**config.mk**
```make
export PLATFORM = sky130hd
export DESIGN_NAME = swkcfg_top
export DESIGN_NICKNAME = d
export VERILOG_FILES = /design/src/verilog/swkcfg_pkg.sv /design/src/verilog/swkcfg_sync.sv /design/src/verilog/swkcfg_top.sv
export SDC_FILE = /design/constraint.sdc
export NUM_CORES = 1
export LEC_CHECK = 0
export ABC_AREA = 1
export BUFFER_PORTS_ARGS = -buffer_cell sky130_fd_sc_hd__buf_2
export CORE_UTILIZATION = 55
export CTS_CLUSTER_DIAMETER = 60
export DETAILED_ROUTE_END_ITERATION = 10
export PLACE_DENSITY_LB_ADDON = 0.3
export SLEW_MARGIN = 5
export SYNTH_ARGS = -nofsm -noshare
export SYNTH_HDL_FRONTEND = slang
export SYNTH_HIERARCHICAL = 1
export SYNTH_SLANG_ARGS = --single-unit
```
**constraint.sdc**
```tcl
create_clock -name core_clk -period 7.58 [get_ports core_clk]
set_input_delay 0.379 -clock core_clk [delete_from_list [all_inputs] [get_ports core_clk]]
set_output_delay 0.379 -clock core_clk [all_outputs]
set_load 0.05 [all_outputs]
```
**src/verilog/swkcfg_pkg.sv**
```systemverilog
// Constants shared by the selective-wake payload and tolerance configuration block.
// Assumes a single core clock at the rate given below and 7-bit register addresses.
package swkcfg_pkg;

  // Core clock rate, used to turn filter times into cycle counts.
  localparam int unsigned CORE_CLK_KHZ = 40000;

  // Serial frame layout: 7 address bits, 1 write bit, 16 data bits, 8 check bits.
  localparam int unsigned ADDR_W       = 7;
  localparam int unsigned DATA_W       = 16;
  localparam int unsigned FRAME_BITS   = 32;
  localparam int unsigned HDR_BITS     = 8;
  localparam int unsigned BODY_END     = 24;

  // Register addresses.
  localparam logic [6:0] ADDR_PAYLOAD_SEVEN_SIX   = 7'h37;
  localparam logic [6:0] ADDR_PAYLOAD_FIVE_FOUR   = 7'h38;
  localparam logic [6:0] ADDR_PAYLOAD_THREE_TWO   = 7'h39;
  localparam logic [6:0] ADDR_PAYLOAD_ONE_ZERO    = 7'h3a;
  localparam logic [6:0] ADDR_FD_TOLERANCE_CONFIG = 7'h3b;

  // Reset values after power-on or soft reset.
  localparam logic [15:0] PAYLOAD_RESET = 16'h0000;
  localparam logic [15:0] FD_CFG_RESET  = 16'h0000;

  // Field positions within the tolerance configuration register.
  localparam int unsigned FD_ON_BIT        = 0;
  localparam int unsigned GLITCH_LSB       = 1;
  localparam int unsigned GLITCH_MSB       = 3;
  localparam int unsigned ERR_OFF_BIT      = 5;
  localparam logic [15:0] FD_CFG_WMASK     = 16'h002f;

  // Dominant filter times per code, in ns, and the cycles they take.
  localparam int unsigned GLITCH_NS [8] = '{50, 100, 150, 200, 250, 300, 350, 775};
  localparam int unsigned GLITCH_CYC_W  = 5;

  function automatic logic [4:0] glitch_cycles(input logic [2:0] code);
    int unsigned cyc;
    cyc = (GLITCH_NS[code] * (CORE_CLK_KHZ / 1000) + 999) / 1000;
    if (cyc < 1)
      cyc = 1;
    return cyc[4:0];
  endfunction

  // Serial port frame states, Gray coded along the usual path.
  typedef enum logic [1:0] {
    SWKCFG_IDLE = 2'b00,
    SWKCFG_HDR  = 2'b01,
    SWKCFG_BODY = 2'b11,
    SWKCFG_TAIL = 2'b10
  } swkcfg_state_t;

endpackage

```
**src/verilog/swkcfg_sync.sv**
```systemverilog
// Two-stage synchroniser for a group of asynchronous level inputs.
// Assumes the inputs change slowly compared with the core clock.
`timescale 1ns/1ps
module swkcfg_sync #(
  parameter int unsigned WIDTH = 1,
  parameter logic [WIDTH-1:0] INIT = '0
) (
  // Clock and reset
  input  wire logic             core_clk,
  input  wire logic             nrst,
  // Data
  input  wire logic [WIDTH-1:0] async_in,
  output logic      [WIDTH-1:0] sync_out
);

  logic [WIDTH-1:0] meta_r;

  always_ff @(posedge core_clk or negedge nrst)
  begin
    if (!nrst)
    begin
      meta_r   <= INIT;
      sync_out <= INIT;
    end
    else
    begin
      meta_r   <= async_in;
      sync_out <= meta_r;
    end
  end

endmodule

```
**src/verilog/swkcfg_top.sv**
```systemverilog
// Selective-wake payload and tolerance configuration registers with serial access.
// Assumes a serial host (clock idle low, sampled on rising edges) far slower than core_clk.
//
// Overview of operation
// 0x37 holds payload bytes seven and six
// 0x38 holds payload bytes five and four
// 0x39 holds payload bytes three and two
// 0x3a holds payload bytes one and zero
// Power-on or soft reset clears all registers
// Restart keeps payload registers unchanged
// Restart zeroes reserved config bits, keeps fields
// Config bit 0 enables tolerant mode
// Bits 3:1 choose dominant filter time
// Config bit 5 disables error counter
// Counter disable only while tolerant mode on
// Silence timeout clears counter disable bit
// Host selects normal receiver above 2 Mbit/s
// Reserved config bits ignore writes, read zero
// Length codes must match before payload compare
// Device clear beats same-cycle software write
`timescale 1ns/1ps
module swkcfg_top
  import swkcfg_pkg::*;
(
  // Clock and reset
  input  wire logic                           core_clk,
  input  wire logic                           nrst,
  // Serial register port
  input  wire logic                           spi_csn,
  input  wire logic                           spi_sclk,
  input  wire logic                           spi_mosi,
  output logic                                spi_miso_o,
  output logic                                spi_miso_oe,
  // Device events
  input  wire logic                           soft_rst,
  input  wire logic                           restart,
  input  wire logic                           silence_timeout,
  // Received frame to compare
  input  wire logic                           rx_frame_valid,
  input  wire logic [3:0]                     rx_length_code,
  input  wire logic [3:0]                     cfg_length_code,
  input  wire logic [63:0]                    rx_payload,
  output logic                                payload_match,
  // Configuration to the frame detector
  output logic                                fd_tolerance_on,
  output logic [swkcfg_pkg::GLITCH_CYC_W-1:0] dominant_glitch_cycles,
  output logic                                error_counter_active,
  output logic [63:0]                         expected_payload
);

  // Synchronised serial pins; chip select idles high.
  logic       csn_s;
  logic       sclk_s;
  logic       mosi_s;
  logic       sclk_d_r;
  logic       sclk_rise;
  logic       sclk_fall;

  swkcfg_sync #(
    .WIDTH (3),
    .INIT  (3'b100)
  ) u_pin_sync (
    .core_clk (core_clk),
    .nrst     (nrst),
    .async_in ({spi_csn, spi_sclk, spi_mosi}),
    .sync_out ({csn_s, sclk_s, mosi_s})
  );

  assign sclk_rise = sclk_s & ~sclk_d_r;
  assign sclk_fall = ~sclk_s & sclk_d_r;

  // Serial frame engine.
  swkcfg_state_t     state_r;
  swkcfg_state_t     state_nxt;
  logic [5:0]        bit_cnt_r;
  logic [5:0]        bit_cnt_nxt;
  logic [23:0]       shift_in_r;
  logic [23:0]       shift_in_nxt;
  logic [15:0]       shift_out_r;
  logic [15:0]       shift_out_nxt;
  logic [6:0]        addr_r;
  logic [6:0]        addr_nxt;
  logic              wr_r;
  logic              wr_nxt;
  logic              wr_commit;
  logic [15:0]       wr_data;
  logic [15:0]       rd_data;
  logic [6:0]        hdr_addr;

  // Register storage.
  logic [15:0]       pay_seven_six_r;
  logic [15:0]       pay_five_four_r;
  logic [15:0]       pay_three_two_r;
  logic [15:0]       pay_one_zero_r;
  logic [15:0]       fd_cfg_r;
  logic [15:0]       pay_seven_six_nxt;
  logic [15:0]       pay_five_four_nxt;
  logic [15:0]       pay_three_two_nxt;
  logic [15:0]       pay_one_zero_nxt;
  logic [15:0]       fd_cfg_nxt;

  // Derived outputs.
  logic [4:0]        glitch_nxt;
  logic              match_nxt;
  logic [7:0]        byte_eq;
  logic [3:0]        cmp_len;

  assign hdr_addr = shift_in_r[6:0];

  // Read multiplexer; unmapped addresses read as zero.
  always_comb
  begin
    rd_data = 16'h0000;
    if (hdr_addr == ADDR_PAYLOAD_SEVEN_SIX)
      rd_data = pay_seven_six_r;
    else if (hdr_addr == ADDR_PAYLOAD_FIVE_FOUR)
      rd_data = pay_five_four_r;
    else if (hdr_addr == ADDR_PAYLOAD_THREE_TWO)
      rd_data = pay_three_two_r;
    else if (hdr_addr == ADDR_PAYLOAD_ONE_ZERO)
      rd_data = pay_one_zero_r;
    else if (hdr_addr == ADDR_FD_TOLERANCE_CONFIG)
      rd_data = fd_cfg_r & FD_CFG_WMASK;
  end

  // A write is committed on the rising edge that completes the data field, so a frame cut
  // short by chip select before that edge never changes a register.
  always_comb
  begin
    state_nxt     = state_r;
    bit_cnt_nxt   = bit_cnt_r;
    shift_in_nxt  = shift_in_r;
    shift_out_nxt = shift_out_r;
    addr_nxt      = addr_r;
    wr_nxt        = wr_r;
    wr_commit     = 1'b0;
    wr_data       = {shift_in_r[14:0], mosi_s};
    if (csn_s)
    begin
      state_nxt   = SWKCFG_IDLE;
      bit_cnt_nxt = 6'd0;
    end
    else
    begin
      case (state_r)
        SWKCFG_IDLE:
        begin
          state_nxt     = SWKCFG_HDR;
          bit_cnt_nxt   = 6'd0;
          shift_out_nxt = 16'h0000;
        end
        SWKCFG_HDR:
        begin
          if (sclk_rise)
          begin
            shift_in_nxt = {shift_in_r[22:0], mosi_s};
            bit_cnt_nxt  = bit_cnt_r + 6'd1;
            if (bit_cnt_r == 6'(HDR_BITS - 1))
            begin
              state_nxt = SWKCFG_BODY;
              addr_nxt  = shift_in_r[6:0];
              wr_nxt    = mosi_s;
            end
          end
          if (state_nxt == SWKCFG_BODY)
            shift_out_nxt = rd_data;
        end
        SWKCFG_BODY:
        begin
          if (sclk_rise)
          begin
            shift_in_nxt = {shift_in_r[22:0], mosi_s};
            bit_cnt_nxt  = bit_cnt_r + 6'd1;
            if (bit_cnt_r == 6'(BODY_END - 1))
            begin
              state_nxt = SWKCFG_TAIL;
              wr_commit = wr_r;
            end
          end
          if (sclk_fall && bit_cnt_r > 6'(HDR_BITS))
            shift_out_nxt = {shift_out_r[14:0], 1'b0};
        end
        SWKCFG_TAIL:
        begin
          if (sclk_fall)
            shift_out_nxt = 16'h0000;
        end
        default:
          state_nxt = SWKCFG_IDLE;
      endcase
    end
  end

  always_ff @(posedge core_clk or negedge nrst)
  begin
    if (!nrst)
    begin
      state_r     <= SWKCFG_IDLE;
      bit_cnt_r   <= 6'd0;
      shift_in_r  <= 24'h000000;
      shift_out_r <= 16'h0000;
      addr_r      <= 7'h00;
      wr_r        <= 1'b0;
      sclk_d_r    <= 1'b0;
    end
    else
    begin
      state_r     <= state_nxt;
      bit_cnt_r   <= bit_cnt_nxt;
      shift_in_r  <= shift_in_nxt;
      shift_out_r <= shift_out_nxt;
      addr_r      <= addr_nxt;
      wr_r        <= wr_nxt;
      sclk_d_r    <= sclk_s;
    end
  end

  assign spi_miso_o  = shift_out_r[15];
  assign spi_miso_oe = ~csn_s;

  // Register update. Restart re-masks the configuration register and drops a same-cycle write: payload registers keep their value and
  // the configuration register never stores its reserved bits, so they are zero after it.
  always_comb
  begin
    pay_seven_six_nxt = pay_seven_six_r;
    pay_five_four_nxt = pay_five_four_r;
    pay_three_two_nxt = pay_three_two_r;
    pay_one_zero_nxt  = pay_one_zero_r;
    fd_cfg_nxt        = fd_cfg_r;
    if (soft_rst)
    begin
      pay_seven_six_nxt = PAYLOAD_RESET;
      pay_five_four_nxt = PAYLOAD_RESET;
      pay_three_two_nxt = PAYLOAD_RESET;
      pay_one_zero_nxt  = PAYLOAD_RESET;
      fd_cfg_nxt        = FD_CFG_RESET;
    end
    else
    begin
      if (restart)
      begin
        fd_cfg_nxt = fd_cfg_r & FD_CFG_WMASK;
      end
      else if (wr_commit)
      begin
        if (addr_r == ADDR_PAYLOAD_SEVEN_SIX)
          pay_seven_six_nxt = wr_data;
        else if (addr_r == ADDR_PAYLOAD_FIVE_FOUR)
          pay_five_four_nxt = wr_data;
        else if (addr_r == ADDR_PAYLOAD_THREE_TWO)
          pay_three_two_nxt = wr_data;
        else if (addr_r == ADDR_PAYLOAD_ONE_ZERO)
          pay_one_zero_nxt = wr_data;
        else if (addr_r == ADDR_FD_TOLERANCE_CONFIG)
          fd_cfg_nxt = wr_data & FD_CFG_WMASK;
      end
      if (silence_timeout)
        fd_cfg_nxt[ERR_OFF_BIT] = 1'b0;
    end
  end

  always_ff @(posedge core_clk or negedge nrst)
  begin
    if (!nrst)
    begin
      pay_seven_six_r <= PAYLOAD_RESET;
      pay_five_four_r <= PAYLOAD_RESET;
      pay_three_two_r <= PAYLOAD_RESET;
      pay_one_zero_r  <= PAYLOAD_RESET;
      fd_cfg_r        <= FD_CFG_RESET;
    end
    else
    begin
      pay_seven_six_r <= pay_seven_six_nxt;
      pay_five_four_r <= pay_five_four_nxt;
      pay_three_two_r <= pay_three_two_nxt;
      pay_one_zero_r  <= pay_one_zero_nxt;
      fd_cfg_r        <= fd_cfg_nxt;
    end
  end

  // Payload compare. Only the first min(length, 8) bytes count; byte zero sits in bits 7:0.
  assign cmp_len = cfg_length_code[3] ? 4'd8 : cfg_length_code;

  always_comb
  begin
    for (int i = 0; i < 8; i++)
      byte_eq[i] = (i >= cmp_len) || (rx_payload[8*i +: 8] == expected_payload[8*i +: 8]);
    match_nxt  = rx_frame_valid && (rx_length_code == cfg_length_code) && (&byte_eq);
    glitch_nxt = glitch_cycles(fd_cfg_r[GLITCH_MSB:GLITCH_LSB]);
  end

  always_ff @(posedge core_clk or negedge nrst)
  begin
    if (!nrst)
    begin
      payload_match          <= 1'b0;
      fd_tolerance_on        <= 1'b0;
      dominant_glitch_cycles <= 5'd0;
      error_counter_active   <= 1'b1;
      expected_payload       <= 64'h0000000000000000;
    end
    else
    begin
      payload_match          <= match_nxt;
      fd_tolerance_on        <= fd_cfg_r[FD_ON_BIT];
      dominant_glitch_cycles <= glitch_nxt;
      // The disable bit has no effect unless tolerant mode is on.
      error_counter_active   <= ~(fd_cfg_r[ERR_OFF_BIT] & fd_cfg_r[FD_ON_BIT]);
      expected_payload       <= {pay_seven_six_r, pay_five_four_r, pay_three_two_r, pay_one_zero_r};
    end
  end

endmodule

```
==> results by group <==
Run status
  • Outcome: finished clean

Power
  • P_int: 2750 uW
  • Sequential share of power: 21.3%
  • Power, Total: ~5500 uW
  • Worst VDD drop: around 0.32 mV
  • Clock power share: between 10% and 20%
  • Sw power: 2740 uW
  • Gate power share: around three fifths
  • Power Density: ~430 nW/um^2
  • Switching share of power: 50.0%
  • Leakage: 0.00648 uW

Timing
  • Setup TNS: 0 ps
  • Slew @ Worst Pin: approximately 1200 ps
  • Min cycle time layout: 6970 ps
  • Period Utilization, post-route: 92.0%
  • Final Max Tran Viols: 0
  • Clock skew: around 11 ps
  • F_max: about 140 MHz
  • Final setup viols: 0
  • Max-slew headroom: 16.8%
  • Hold Fails Final Rpt: 0
  • Final worst slack: approximately 610 ps

Global routing
  • Gr ovfl total: 0
  • Initial antenna violation count: 4
  • Largest net degree at the start of global routing: between 100 and 150
  • Gr usage total: 28.4%
  • First-pass GRT wire length: ~45000 um
  • Vias in the first global route: around 9000

Place
  • Post-place setup slack: 343 ps
  • IO Port Bufs: between 150 and 200
  • HPWL Detailed: around 20000 um
  • GP Congestion: 0.896
  • Placed Cells: ~1800
  • Post-DP Area: 12100 um^2

Synth
  • Post-Synthesis Cells: between 1000 and 1500
  • FFs w/ async S/R, synth: 100%
  • Mapped Area: 11100 um^2
  • Number of enable flip-flop cells after synthesis: 0
  • Yosys warning count: 6
  • Syn_nets: between 1000 and 1500
  • Syn Area/Cell: between 8 and 9 um^2
  • Synth unique cells: 52
  • Post-synthesis sequential area ratio: roughly 44%
  • Most used DFF post-synth: dfrtp_1
  • Post-synthesis register bit count: approximately 200

Die
  • IO Count: around 160
  • Die Width: around 140 um
  • Area of the die: 20700 um^2
  • Core box area: approximately 20000 um^2
  • Die Ht: approximately 140 um
  • Starting Density: 56.6%
  • # rows: just over 50

Layout
  • Fin cells: between 1500 and 2000
  • Nets@finish: between 1500 and 2000
  • P&R area growth vs syn: 15.8%
  • Area occupied by multi-input gates: between 5000 and 6000 um^2
  • FF+latch area: 4890 um^2
  • Share of layout cells above drive strength 1: 20.3%
  • Fillcell total: ~1600
  • Fin area: about 13000 um^2

Detailed routing
  • Wire length per cell: approximately 16 um
  • WL final: between 20000 and 30000 um
  • Final ANT Viol Nets: 0
  • DRT Pass-1 Iters: 6
  • Via count: roughly 10000
  • DR iter-0 viols: 870
  • Drc violations: 0
  • Vias per cell: approximately 5.5

Worst setup path
  • Element type at the critical path start: register
  • Required time worst endpoint: 7910 ps
  • Setup CP Type: register to register
  • Worst-path fanout max: 11
  • Reg2Reg Launch Point: fd_cfg_r[2]
  • WP data arrival: ~7300 ps
  • Slowest-stage cell, CP: dfrtp_2
  • CP startpoint: fd_cfg_r[2]
  • Crit end category: register
  • Most frequent cell on the critical path: nand2_1
  • CP peak stage delay: between 400 and 500 ps

CTS
  • CTS sink cnt: roughly 200
  • Root Buffer Master: clkbuf_16
  • CTS tree: done
  • Clock transition at path regs: 70 ps
  • Worst skew pair latency: ~440 ps
  • TritonCTS buffer count: 17
  • H-tree Lvls: 4
  • Maximum clock path buffer count: 2

Hold path
  • Worst Hold Class: primary input to async pin

Flow run
  • Max_cap viols: 0
## cells in the mapped netlist, drive strengths merged (3+ instances only)
library cell  count  share of area [%]
a21oi            46                2.2
a41oi             9               0.71
buf               3               0.27
clkbuf           28               0.95
clkinv            4               0.14
dfrtp           192                 43
dfstp             3               0.71
ha               36                4.1
inv             137                4.6
mux2              7               0.71
nand2           409                 15
nand3            98                5.0
nand3b            5               0.34
nand4            30                1.7
nor2             94                4.1
nor3             16               0.77
nor4              9               0.51
o2111ai           7               0.55
o211ai            9               0.61
o21ai           130                5.9
or2               6               0.34
xnor2            40                3.2
xor2             34                2.7
## kinds of logic (layout without fill, tap and decap cells)
family | count (synthesis) | in the layout | synth area share [%]
flip-flops | 195 | 195 | 44.0
XOR/XNOR | 74 | 74 | 5.84
adder cells (fa/ha/maj) | 37 | 37 | 4.24
other | 0 | 2 | 0
AND/OR/NAND/NOR | 668 | 668 | 27.9
buffers and inverters | 172 | 341 | 5.99
multiplexers | 7 | 7 | 0.711
AO/OA/AOI/OAI | 218 | 218 | 11.2
## power groups by stage
stage / Combinational [uW] / Sequential [uW] / Clock [uW]
final: 3400 / 1170 / 923
after global routing: 3810 / 1170 / 974
after CTS: 3310 / 1170 / 927
after detailed placement: 3280 / 1190 / 0
after global placement: 3230 / 1180 / 0
after floorplan: 2610 / 1260 / 0
## stage by stage
| stage | util [%] | hold WS (ps) |
|---|---|---|
| after detailed placement | 62.0 | 337 |
| after global placement | 62.0 | 335 |
| after CTS | 65.1 | 27.6 |
| final | 65.6 | 20.9 |
| after global routing | 65.6 | 23.1 |
| after floorplan | - | 83.4 |
## cell usage in the layout, fill, tap and decap left out, types with 4 or more instances in the layout
master and n:
o2111ai_1 6, a41oi_1 9, clkinv_1 4, buf_4 14
nand2_1 365, nor4_1 9, nor2_2 9, nand4_1 30
or2_2 6, ha_1 36, nand2_4 8, xor2_1 34
mux2_2 7, nand2_2 35, nand3_1 89, dfrtp_1 190
a21oi_1 43, nand3b_1 5, nor2_4 10, clkbuf_16 17
buf_2 153, inv_1 123, nor3_1 13, nor2_1 74
nand3_2 7, clkinv_4 4, o211ai_1 9, xnor2_1 40
o21ai_1 5, o21ai_0 122, inv_2 13
## layout make-up
type / count / area share (%)
multi-input combinational: 1004 / 43.6
sequential: 195 / 38.0
timing repair buffer: 168 / 6.89
inverter: 141 / 4.15
clock buffer: 21 / 3.51
tap: 265 / 2.58
clock inverter: 11 / 1.20
antenna: 2 / 0.0390
## routing by layer
metal	vias to the layer above	part of all wire, %	GRT usage (%)
met3	46	6.7	5.13
met2	348	47	45.1
li1	4823	-	-
met5	-	0.095	0
met1	4734	45	39.2
met4	4	1.9	9.97
## flip-flops by register name (all words and copies together) (netlist names)
| signal | cells |
|---|---|
| pay_five_four_r | 16 |
| pay_one_zero_r | 16 |
| addr_r | 7 |
| fd_tolerance_on | 1 |
| pay_seven_six_r | 16 |
| error_counter_active | 1 |
| u_pin_sync/sync_out | 3 |
| u_pin_sync/meta_r | 3 |
| shift_out_r | 16 |
| wr_r | 1 |
| bit_cnt_r | 6 |
| sclk_d_r | 1 |
| pay_three_two_r | 16 |
| dominant_glitch_cycles | 5 |
| payload_match | 1 |
| shift_in_r | 15 |
| fd_cfg_r | 5 |
| expected_payload | 64 |
| state_r | 2 |
## final timing paths
kind / end / cells after the start / slack [ps]
worst max-delay path: dominant_glitch_cycles[0] / 53 / 610
worst min-delay path: expected_payload[29] / 1 / 20
worst max register to register: dominant_glitch_cycles[0] / 53 / 610
worst min register to register: u_pin_sync/sync_out[1] / 0 / 350
max in group asynchronous: expected_payload[55] / 2 / 5950
min in group core_clk: u_pin_sync/meta_r[2] / 1 / 30
## worst max-delay path: cells and delay by family, from the launching register on
| kind | cells | cell delay (ps) |
|---|---|---|
| simple gates | 42 | 4750 |
| fa+ha+maj | 4 | 930 |
| buf+inv | 6 | 600 |
| flops | 1 | 430 |
| compound gates | 1 | 150 |
## timing repair
item / in CTS / in global routing
setup buffers: 0 / 6
hold buffers: 0 / 0
endpoints found under the setup margin: 0 / 2
resized for setup: 0 / 11
Power figures use the tool's default switching activity.
